### src/ifpirq_params.svh
// Purpose: register offsets, field positions, reset values and counts for the infoframe irq block
// Assumes: 8-bit control port, byte-wide registers
// Notes:   definitions only
`ifndef IFPIRQ_PARAMS_SVH
`define IFPIRQ_PARAMS_SVH

// register offsets on the control port
`define IFPIRQ_OFF_CLEAR        8'h69
`define IFPIRQ_OFF_MASK_TWO     8'h6A
`define IFPIRQ_OFF_MASK_ONE     8'h6B
`define IFPIRQ_OFF_RAW_STATUS   8'h6C

// reset values
`define IFPIRQ_MASK_RESET       8'h00
`define IFPIRQ_BYTE_ZERO        8'h00

// event bit positions, shared by clear, mask and latched vectors
`define IFPIRQ_BIT_REC_CODE2    7
`define IFPIRQ_BIT_REC_CODE1    6
`define IFPIRQ_BIT_CONTENT_PROT 5
`define IFPIRQ_BIT_VENDOR       4
`define IFPIRQ_BIT_MPEG_SOURCE  3
`define IFPIRQ_BIT_SOURCE_PROD  2
`define IFPIRQ_BIT_AUDIO_FRAME  1
`define IFPIRQ_BIT_VIDEO_INFO   0

// raw status register field positions
`define IFPIRQ_BIT_CS_VALID     7
`define IFPIRQ_BIT_INT_MUTE     6
`define IFPIRQ_BIT_AV_MUTE      5
`define IFPIRQ_BIT_LAYOUT_CHG   4

// vsync leading edges after the last frame at which raw status drops
`define IFPIRQ_VIDEO_VS_LIMIT   4'h8
`define IFPIRQ_AUDIO_VS_LIMIT   4'h4

`endif

### src/ifpirq_pkg.sv
// Purpose: shared types for the infoframe irq block
// Assumes: constants live in ifpirq_params.svh
// Notes:   types only
package ifpirq_pkg;
  typedef logic [7:0] ifpirq_byte_type;
  typedef logic [3:0] ifpirq_count_type;
  typedef logic [3:0] ifpirq_nibble_type;
endpackage

### src/ifpirq_timer_if.sv
// Purpose: carrier between the irq top and a vsync timeout timer
// Assumes: single clock domain
// Notes:   restart and vsyncRise are one-cycle pulses, expire is a pulse
`timescale 1ns/1ps
interface ifpirq_timer_if;
  logic restart;
  logic vsyncRise;
  logic expire;
  modport owner (output restart, output vsyncRise, input expire);
  modport timer (input restart, input vsyncRise, output expire);
endinterface

### src/ifpirq_vsync_timer.sv
// Purpose: counts vsync leading edges after the last received frame
// Assumes: vsyncRise is already a one-cycle edge pulse on mclk
// Notes:   expire pulses once on the edge that reaches the limit
`timescale 1ns/1ps
`include "ifpirq_params.svh"
module ifpirq_vsync_timer
  import ifpirq_pkg::*;
#(
  parameter ifpirq_pkg::ifpirq_count_type LIMIT = `IFPIRQ_VIDEO_VS_LIMIT
) (
  input  wire logic   mclk,
  input  wire logic   rst_n,
  ifpirq_timer_if.timer tmr
);
  import ifpirq_pkg::*;

  ifpirq_count_type countReg;
  ifpirq_count_type countNext;
  logic             armedReg;
  logic             armedNext;
  logic             expireReg;
  logic             expireNext;

  // a new frame restarts the wait; restart wins over an edge in the same cycle
  always_comb begin
    countNext  = countReg;
    armedNext  = armedReg;
    expireNext = 1'b0;
    if (tmr.restart) begin
      countNext = '0;
      armedNext = 1'b1;
    end else if (tmr.vsyncRise && armedReg) begin
      if (countReg + 4'h1 == LIMIT) begin
        expireNext = 1'b1;
        armedNext  = 1'b0;
        countNext  = '0;
      end else begin
        countNext = countReg + 4'h1;
      end
    end
  end

  always_ff @(posedge mclk or negedge rst_n) begin
    if (!rst_n) begin
      countReg  <= 4'h0;
      armedReg  <= 1'b0;
      expireReg <= 1'b0;
    end else begin
      countReg  <= countNext;
      armedReg  <= armedNext;
      expireReg <= expireNext;
    end
  end

  assign tmr.expire = expireReg;
endmodule

### src/ifpirq_top.sv
// Purpose: latched event flags, self-clearing clears and two masked interrupt lines
//          for infoframe and packet detection events
// Assumes: all event inputs come from logic on mclk; registers reached over a byte-wide
//          control port with one-cycle write and read strobes
// Notes:   read data appears one cycle after the read strobe; unmapped reads give zero
`timescale 1ns/1ps
`include "ifpirq_params.svh"

module ifpirq_top
  import ifpirq_pkg::*;
(
  input  wire logic                        mclk,
  input  wire logic                        rst_n,
  input  wire logic [7:0]                  regAddr,
  input  wire ifpirq_pkg::ifpirq_byte_type regWrData,
  input  wire logic                        regWr,
  input  wire logic                        regRd,
  output      ifpirq_pkg::ifpirq_byte_type regRdData,
  input  wire logic                        vsync,
  input  wire logic                        packetDetectReset,
  input  wire logic                        linkReset,
  input  wire logic                        videoInfoFrameRx,
  input  wire logic                        audioFrameRx,
  input  wire logic                        recCode2Raw,
  input  wire logic                        recCode1Raw,
  input  wire logic                        contentProtectRaw,
  input  wire logic                        vendorFrameRaw,
  input  wire logic                        mpegSourceRaw,
  input  wire logic                        sourceProductRaw,
  input  wire ifpirq_pkg::ifpirq_nibble_type packetFlagClear,
  input  wire logic                        csDataValid,
  input  wire logic                        internalMute,
  input  wire logic                        avMuteRx,
  input  wire logic                        audioLayoutChanged,
  output      ifpirq_pkg::ifpirq_byte_type eventLatched,
  output      logic                        videoInfoFrameRaw,
  output      logic                        audioFrameRaw,
  output      logic                        irqLineOne,
  output      logic                        irqLineTwo
);
  import ifpirq_pkg::*;

  // timing at the ports, counted from the edge that takes an input, which is edge 0:
  //   mask write          -> mask after edge 0, lines follow it after edge 1
  //   clear write         -> internal pulse after edge 0, flag and lines low after edge 1
  //   packet flag clear   -> flag and lines low after edge 0
  //   raw level change    -> flag and lines high after edge 0
  //   frame pulse         -> raw status after edge 0, flag and lines after edge 1
  //   last vsync edge     -> timer expiry after edge 0, raw status low after edge 1
  //   packet detect reset -> video and audio raw status low after edge 0
  //   av mute pulse       -> sticky raw bit high after edge 0
  //   read strobe         -> read data after edge 0, held until the next read
  // the control port has no wait states: every strobe is taken at the edge that sees it.
  // every output comes from a flop, so a host may sample lines and read data anywhere
  //   in the cycle that follows.
  // set wins over clear for every flag, so an event landing on its own clear is never lost;
  //   the price is that a flag may come back at once and software must read again.
  // flags latch even with both masks off, so software can poll them with the lines idle;
  //   flags 7:4 have their clear register elsewhere and their clears come on packetFlagClear

  // one place decides what a strobe at an offset means
  function automatic logic regHit(input logic [7:0] addr, input logic [7:0] offset);
    regHit = (addr == offset);
  endfunction

  // both lines reduce their flags the same way
  function automatic logic lineLevel(input ifpirq_byte_type flags, input ifpirq_byte_type mask);
    lineLevel = |(flags & mask);
  endfunction

  // control port state
  ifpirq_byte_type   maskTwoReg;
  ifpirq_byte_type   maskTwoNext;
  ifpirq_byte_type   maskOneReg;
  ifpirq_byte_type   maskOneNext;
  ifpirq_nibble_type clearPulseReg;
  ifpirq_nibble_type clearPulseNext;
  ifpirq_byte_type   rdDataReg;
  ifpirq_byte_type   rdDataNext;
  ifpirq_byte_type   rawStatus;

  // event path state
  ifpirq_byte_type   latchedReg;
  ifpirq_byte_type   latchedNext;
  ifpirq_byte_type   rawPrevReg;
  ifpirq_byte_type   rawPrevNext;
  ifpirq_byte_type   rawNow;
  ifpirq_byte_type   flagSet;
  ifpirq_byte_type   flagClear;
  logic              videoRawReg;
  logic              videoRawNext;
  logic              audioRawReg;
  logic              audioRawNext;
  logic              avMuteReg;
  logic              avMuteNext;
  logic              vsyncPrevReg;
  logic              vsyncPrevNext;
  logic              vsyncRise;
  logic              irqOneReg;
  logic              irqOneNext;
  logic              irqTwoReg;
  logic              irqTwoNext;

  // one carrier per timer so each restarts on its own frame
  ifpirq_timer_if videoTmr ();
  ifpirq_timer_if audioTmr ();

  // register writes; clear bits live one cycle only so a stuck one cannot mask new events
  // writes to the raw status or to an unmapped offset fall through and change nothing
  always_comb begin
    maskTwoNext    = maskTwoReg;
    maskOneNext    = maskOneReg;
    clearPulseNext = 4'h0;
    if (regWr && regHit(regAddr, `IFPIRQ_OFF_MASK_TWO)) begin
      maskTwoNext = regWrData;
    end
    if (regWr && regHit(regAddr, `IFPIRQ_OFF_MASK_ONE)) begin
      maskOneNext = regWrData;
    end
    if (regWr && regHit(regAddr, `IFPIRQ_OFF_CLEAR)) begin
      clearPulseNext = regWrData[3:0];
    end
  end

  // raw status byte; the lower four bits belong to other blocks and read zero
  always_comb begin
    rawStatus                         = `IFPIRQ_BYTE_ZERO;
    rawStatus[`IFPIRQ_BIT_CS_VALID]   = csDataValid;
    rawStatus[`IFPIRQ_BIT_INT_MUTE]   = internalMute;
    rawStatus[`IFPIRQ_BIT_AV_MUTE]    = avMuteReg;
    rawStatus[`IFPIRQ_BIT_LAYOUT_CHG] = audioLayoutChanged;
  end

  // read mux; the clear register is write-only and reads back zero
  // read data is held between reads so a slow host may pick it up late
  always_comb begin
    rdDataNext = rdDataReg;
    if (regRd) begin
      if (regHit(regAddr, `IFPIRQ_OFF_MASK_TWO)) begin
        rdDataNext = maskTwoReg;
      end else if (regHit(regAddr, `IFPIRQ_OFF_MASK_ONE)) begin
        rdDataNext = maskOneReg;
      end else if (regHit(regAddr, `IFPIRQ_OFF_RAW_STATUS)) begin
        rdDataNext = rawStatus;
      end else begin
        rdDataNext = `IFPIRQ_BYTE_ZERO;
      end
    end
  end

  // control port registers
  always_ff @(posedge mclk or negedge rst_n) begin
    if (!rst_n) begin
      maskTwoReg    <= `IFPIRQ_MASK_RESET;
      maskOneReg    <= `IFPIRQ_MASK_RESET;
      clearPulseReg <= 4'h0;
      rdDataReg     <= `IFPIRQ_BYTE_ZERO;
    end else begin
      maskTwoReg    <= maskTwoNext;
      maskOneReg    <= maskOneNext;
      clearPulseReg <= clearPulseNext;
      rdDataReg     <= rdDataNext;
    end
  end

  // vsync edge detect; the previous level resets low, which is harmless because
  // both timers stay disarmed until their first frame arrives
  always_comb begin
    vsyncPrevNext = vsync;
    vsyncRise     = vsync && !vsyncPrevReg;
  end

  // frame arrivals restart the timers, vsync edges advance them
  assign videoTmr.restart   = videoInfoFrameRx;
  assign videoTmr.vsyncRise = vsyncRise;
  assign audioTmr.restart   = audioFrameRx;
  assign audioTmr.vsyncRise = vsyncRise;

  // video info raw status falls on the eighth vsync edge with no new frame
  ifpirq_vsync_timer #(
    .LIMIT (`IFPIRQ_VIDEO_VS_LIMIT)
  ) videoTimer (
    .mclk  (mclk),
    .rst_n (rst_n),
    .tmr   (videoTmr.timer)
  );

  // audio frame raw status falls on the fourth vsync edge with no new frame
  ifpirq_vsync_timer #(
    .LIMIT (`IFPIRQ_AUDIO_VS_LIMIT)
  ) audioTimer (
    .mclk  (mclk),
    .rst_n (rst_n),
    .tmr   (audioTmr.timer)
  );

  // video raw detection status; a frame arriving with a drop condition keeps the status set
  always_comb begin
    videoRawNext = videoRawReg;
    if (videoTmr.expire || packetDetectReset || clearPulseReg[`IFPIRQ_BIT_VIDEO_INFO]) begin
      videoRawNext = 1'b0;
    end
    if (videoInfoFrameRx) begin
      videoRawNext = 1'b1;
    end
  end

  // audio raw status; the audio clear bit only drops the flag, never this status
  always_comb begin
    audioRawNext = audioRawReg;
    if (audioTmr.expire || packetDetectReset) begin
      audioRawNext = 1'b0;
    end
    if (audioFrameRx) begin
      audioRawNext = 1'b1;
    end
  end

  // av mute is sticky; only a link reset drops it, and a new indication in that cycle wins
  always_comb begin
    avMuteNext = avMuteReg;
    if (linkReset) begin
      avMuteNext = 1'b0;
    end
    if (avMuteRx) begin
      avMuteNext = 1'b1;
    end
  end

  // gather raw levels in the same bit order as the masks
  // the two frame bits use the timed raw status, the rest come straight from the detectors
  always_comb begin
    rawNow                               = `IFPIRQ_BYTE_ZERO;
    rawNow[`IFPIRQ_BIT_REC_CODE2]        = recCode2Raw;
    rawNow[`IFPIRQ_BIT_REC_CODE1]        = recCode1Raw;
    rawNow[`IFPIRQ_BIT_CONTENT_PROT]     = contentProtectRaw;
    rawNow[`IFPIRQ_BIT_VENDOR]           = vendorFrameRaw;
    rawNow[`IFPIRQ_BIT_MPEG_SOURCE]      = mpegSourceRaw;
    rawNow[`IFPIRQ_BIT_SOURCE_PROD]      = sourceProductRaw;
    rawNow[`IFPIRQ_BIT_AUDIO_FRAME]      = audioRawReg;
    rawNow[`IFPIRQ_BIT_VIDEO_INFO]       = videoRawReg;
  end

  // latched flags: any raw change except a software drop of the video raw sets, clears drop, set wins over a clear in the same cycle
  always_comb begin
    rawPrevNext = rawNow;
    // a software drop of the video raw is not a detection event: the remembered level
    // follows the drop, so the next compare sees no change and the flag stays clear
    if (clearPulseReg[`IFPIRQ_BIT_VIDEO_INFO] && !videoInfoFrameRx) begin
      rawPrevNext[`IFPIRQ_BIT_VIDEO_INFO] = 1'b0;
    end
    flagSet     = rawNow ^ rawPrevReg;
    flagClear   = {packetFlagClear, clearPulseReg};
    latchedNext = (latchedReg & ~flagClear) | flagSet;
    irqOneNext  = lineLevel(latchedNext, maskOneReg);
    irqTwoNext  = lineLevel(latchedNext, maskTwoReg);
  end

  // event path registers
  always_ff @(posedge mclk or negedge rst_n) begin
    if (!rst_n) begin
      videoRawReg  <= 1'b0;
      audioRawReg  <= 1'b0;
      avMuteReg    <= 1'b0;
      vsyncPrevReg <= 1'b0;
      rawPrevReg   <= `IFPIRQ_BYTE_ZERO;
      latchedReg   <= `IFPIRQ_BYTE_ZERO;
      irqOneReg    <= 1'b0;
      irqTwoReg    <= 1'b0;
    end else begin
      videoRawReg  <= videoRawNext;
      audioRawReg  <= audioRawNext;
      avMuteReg    <= avMuteNext;
      vsyncPrevReg <= vsyncPrevNext;
      rawPrevReg   <= rawPrevNext;
      latchedReg   <= latchedNext;
      irqOneReg    <= irqOneNext;
      irqTwoReg    <= irqTwoNext;
    end
  end

  // outputs all come straight from flops
  assign regRdData         = rdDataReg;
  assign eventLatched      = latchedReg;
  assign videoInfoFrameRaw = videoRawReg;
  assign audioFrameRaw     = audioRawReg;
  assign irqLineOne        = irqOneReg;
  assign irqLineTwo        = irqTwoReg;
endmodule

### config.mk
export PLATFORM = sky130hd
export DESIGN_NAME = ifpirq_top
export DESIGN_NICKNAME = d
export VERILOG_FILES = /design/src/ifpirq_pkg.sv /design/src/ifpirq_timer_if.sv /design/src/ifpirq_vsync_timer.sv /design/src/ifpirq_top.sv
export VERILOG_INCLUDE_DIRS = /design/src /design/src/src
export SDC_FILE = /design/constraint.sdc
export NUM_CORES = 1
export LEC_CHECK = 0
export ABC_AREA = 1
export BUFFER_PORTS_ARGS = -buffer_cell sky130_fd_sc_hd__buf_2
export CELL_PAD_IN_SITES_DETAIL_PLACEMENT = 1
export CELL_PAD_IN_SITES_GLOBAL_PLACEMENT = 2
export CORE_UTILIZATION = 32
export DETAILED_ROUTE_END_ITERATION = 10
export HOLD_SLACK_MARGIN = 0.1
export PLACE_DENSITY = 0.82
export SETUP_SLACK_MARGIN = 0.05
export SLEW_MARGIN = 10
export SYNTH_ARGS = -nofsm -noshare
export SYNTH_HDL_FRONTEND = slang
export SYNTH_SLANG_ARGS = --single-unit
### constraint.sdc
create_clock -name mclk -period 1.4 [get_ports mclk]
set_input_delay 0.14 -clock mclk [delete_from_list [all_inputs] [get_ports mclk]]
set_output_delay 0.14 -clock mclk [all_outputs]
set_load 0.005 [all_outputs]
==> impl_metrics.json <==
{
  "hold_class": "in2reg",
  "die_x_um": 97.43,
  "avgSynthCellArea_um2": 8.447,
  "cp_max_fo": 4,
  "synth-seq-area-share_pct": 53.24,
  "design_area_um2": 3814,
  "top_layer_used": "met4",
  "path_cells": "buf_4 > nand3_1 > nand2_1 > nand2_1 > nand3_2 > o21bai_1 > inv_1",
  "final_nets": 481,
  "grt_pass1_wl_um": 12590,
  "ys_seq_elements": 62,
  "io_pins": 59,
  "portBuffers": 58,
  "fin_setup_tns_ps": 0,
  "clk_latency_ps": 340,
  "syn-instance-count": 345,
  "yosys.area_share.adder_pct": 1.717,
  "clock_sinks": 62,
  "drt_first_pass_iters": 4,
  "antenna_cells": 0,
  "synth_mux_area_share_pct": 0,
  "tritoncts": "done",
  "status": "finished clean",
  "place_congestion": 0.7449,
  "core_um2": 8763,
  "clk_pin_slew_ps": 70,
  "numCtsBuffers": 9,
  "synthesis.nets": 388,
  "clk_path_buf_depth": 2,
  "place_area_um2": 3339,
  "fp.dieH_um": 97.43,
  "avgViaCountPerCell": 4.568,
  "ys_warn_count": 0,
  "max-vdd-ir-drop_v": 0.0004517,
  "final_layout_size_suffix_gt1_share_pct": 22.80,
  "path_class": "reg2reg",
  "synth-compound-area-share_pct": 6.140,
  "drt-met1-wl_um": 3355,
  "setup_slack_ps": 149.4,
  "fin_crit_ps": 1251,
  "cp.required_ps": 1630,
  "regArea_um2": 1553,
  "grtUsageTotal_pct": 16.75,
  "hold_viol_final": 0,
  "multi_input_area_um2": 1131,
  "fillers": 1089,
  "max_slew_margin_pct": 73.08,
  "post-place-ws_ps": 78.62,
  "drc": 0,
  "maxCapViolations": 0,
  "synth_xor_area_share_pct": 0.9017,
  "ys_types": 28,
  "die-area_um2": 9492,
  "dpl.hpwl_um": 5254,
  "grt_max_degree": 63,
  "yosys.area_share.simple_pct": 29.20,
  "clockRootBuffer": "clkbuf_8",
  "drtAntennaViolNets": 0,
  "drt_iter0_markers": 49,
  "h-tree-depth": 3,
  "synth_top_family_by_area": "simple AND/OR/NAND/NOR gates",
  "crit_path_max_incr_delay_ps": 430,
  "overflow": 0,
  "num_vias": 2517,
  "arrival_ps": 1490,
  "final_cells": 551,
  "clock-skew-final_ps": 6.561,
  "period_share_pct": 89.33,
  "start_kind": "register",
  "crit_path_end_kind": "register",
  "worst_path_most_repeated_cell": "nand2_1",
  "met3_length_um": 193,
  "syn_to_final_growth_pct": 30.87,
  "placementRows": 34,
  "cpMaxStageDelayCell": "dfrtp_2",
  "tightest_slew_ps": 403.3,
  "antenna_found_initial": 0,
  "grt_pass1_vias": 2691,
  "routedWlPerCell_um": 13.15,
  "rsz0062_at_grt": "no",
  "clock.fmax_mhz": 799.6,
  "p_per_area_nw_per_um2": 1067,
  "finalWirelength_um": 7247,
  "place_inst": 511,
  "initial_utilization_pct": 33.25,
  "p_leak_nw": 2.143,
  "netlist_area_um2": 2914,
  "setup_violations": 0,
  "drv_slew": 0,
  "met2_length_um": 3589
}
cells in the final DEF (no fill, tap or decap):
cell type,Yosys,layout
o22ai_1,1,1
ha_1,4,2
xor2_2,0,1
clkbuf_1,1,2
o31ai_1,1,1
xnor2_1,2,1
nor2_4,2,2
buf_12,1,1
o21a_1,4,4
o41ai_1,1,1
a21oi_1,1,1
nand3_1,38,37
dlygate4sd3_1,0,21
buf_4,1,6
nor2_1,14,14
dfrtp_1,62,61
nand2_4,3,3
buf_2,0,58
inv_1,57,57
clkinv_2,0,2
bufinv_16,0,2
o21bai_1,2,2
a22o_1,1,1
o21ai_2,2,2
nand3_2,0,1
nand4_1,1,1
nand2_1,118,118
or2_2,2,2
clkbuf_8,0,10
nand2_2,4,4
dfrtp_2,0,1
nor2_8,3,3
ha_2,0,2
xnor2_2,0,1
o21ai_0,16,16
nor3_1,1,1
metal layers:
metal	track usage [%]	vias up
li1	-	1252
met3	3.165	11
met2	28.13	40
met4	6.448	0
met1	21.33	1214
met5	0	-
cell type report:
cell class	instances	area share, %
Clock buffer	12	3.806
Clock inverter	4	1.837
Tap cell	108	3.543
Timing Repair Buffer	86	14.83
Multi-Input combinational cell	222	29.66
Sequential cell	62	40.72
Inverter	57	5.610
final timing paths:
| path | start | end | slack [ps] | cells after the start |
|---|---|---|---|---|
| hold / removal | regRd | regRdData[1] | 120 | 3 |
| setup reg to reg | audioTimer.countReg[0] | audioTimer.armedReg | 150 | 7 |
| max in group asynchronous | rst_n | audioTimer.countReg[0] | 780 | 3 |
| min in group asynchronous | rst_n | videoTimer.countReg[1] | 340 | 3 |
| hold reg to reg | videoTimer.tmr.expire | videoInfoFrameRaw | 430 | 1 |
| setup / recovery | audioTimer.countReg[0] | audioTimer.armedReg | 150 | 7 |
critical path: cells and delay by family, from the launching register on:
family,cells,cell delay (ps)
DFF,1,430
and+or+nand+nor,4,360
buffers and inverters,2,200
AOI/OAI and AO/OA,1,150
sequential cells by signal (all words and copies together) (netlist names):
signal and flops:
eventLatched 8, maskOneReg 8, maskTwoReg 8, rawPrevReg 8, regRdData 8, audioTimer.countReg 4, clearPulseReg 4, videoTimer.countReg 4
audioFrameRaw 1, audioTimer.armedReg 1, audioTimer.tmr.expire 1, avMuteReg 1, irqLineOne 1, irqLineTwo 1, videoInfoFrameRaw 1, videoTimer.armedReg 1
videoTimer.tmr.expire 1, vsyncPrevReg 1
what timing repair did:
action,in CTS,in global routing
hold buffers,21,0
endpoints found under the setup margin,0,5
hold endpoints to repair,90,0
buffers inserted,0,3
gates resized for setup,0,6
report_power, final:
part | internal [W] | switching [W] | leakage, nW
sequential | 0.00187 | 0.0000549 | 0.746
combinational | 0.000179 | 0.000225 | 1.29
clock | 0.00105 | 0.000691 | 0.110
total | 0.00310 | 0.000971 | 2.14
cells in the mapped netlist:
cell type,count,share of area (%)
nand2_1,118,15
o22ai_1,1,0.21
nor3_1,1,0.17
buf_12,1,0.69
o21ai_2,2,0.60
a21oi_1,1,0.17
nor2_4,2,0.77
a22o_1,1,0.30
nor2_1,14,1.8
o21bai_1,2,0.52
buf_6,1,0.39
nor2_8,3,2.1
inv_1,57,7.3
xor2_1,1,0.30
o21ai_0,16,2.7
o41ai_1,1,0.30
dfrtp_1,62,53
nand2_4,3,1.2
o21a_1,4,1.0
ha_1,4,1.7
buf_4,1,0.26
o31ai_1,1,0.26
or2_2,2,0.43
nand4_1,1,0.21
nand3_1,38,6.5
xnor2_1,2,0.60
nand2_2,4,0.86
clkbuf_1,1,0.13
logic make-up (layout without fill, tap and decap cells):
| logic type | after synthesis | count (layout) |
|---|---|---|
| simple gates | 186 | 186 |
| compound gates | 29 | 29 |
| xor+xnor | 3 | 3 |
| flops | 62 | 62 |
| fa+ha+maj | 4 | 4 |
| buf+inv | 61 | 159 |
per-stage QoR:
stage	power (W)	utilization, %	hold slack, ps
3_3_place_gp	0.002305	38.11	180.5
4_1_cts	0.004133	42.96	101.1
2_1_floorplan	0.002122	-	-155.6
6_report	0.004070	43.52	121.2
3_5_place_dp	0.002321	38.11	185.4
5_1_grt	0.004272	43.52	132.9
Power figures use the tool's default switching activity.
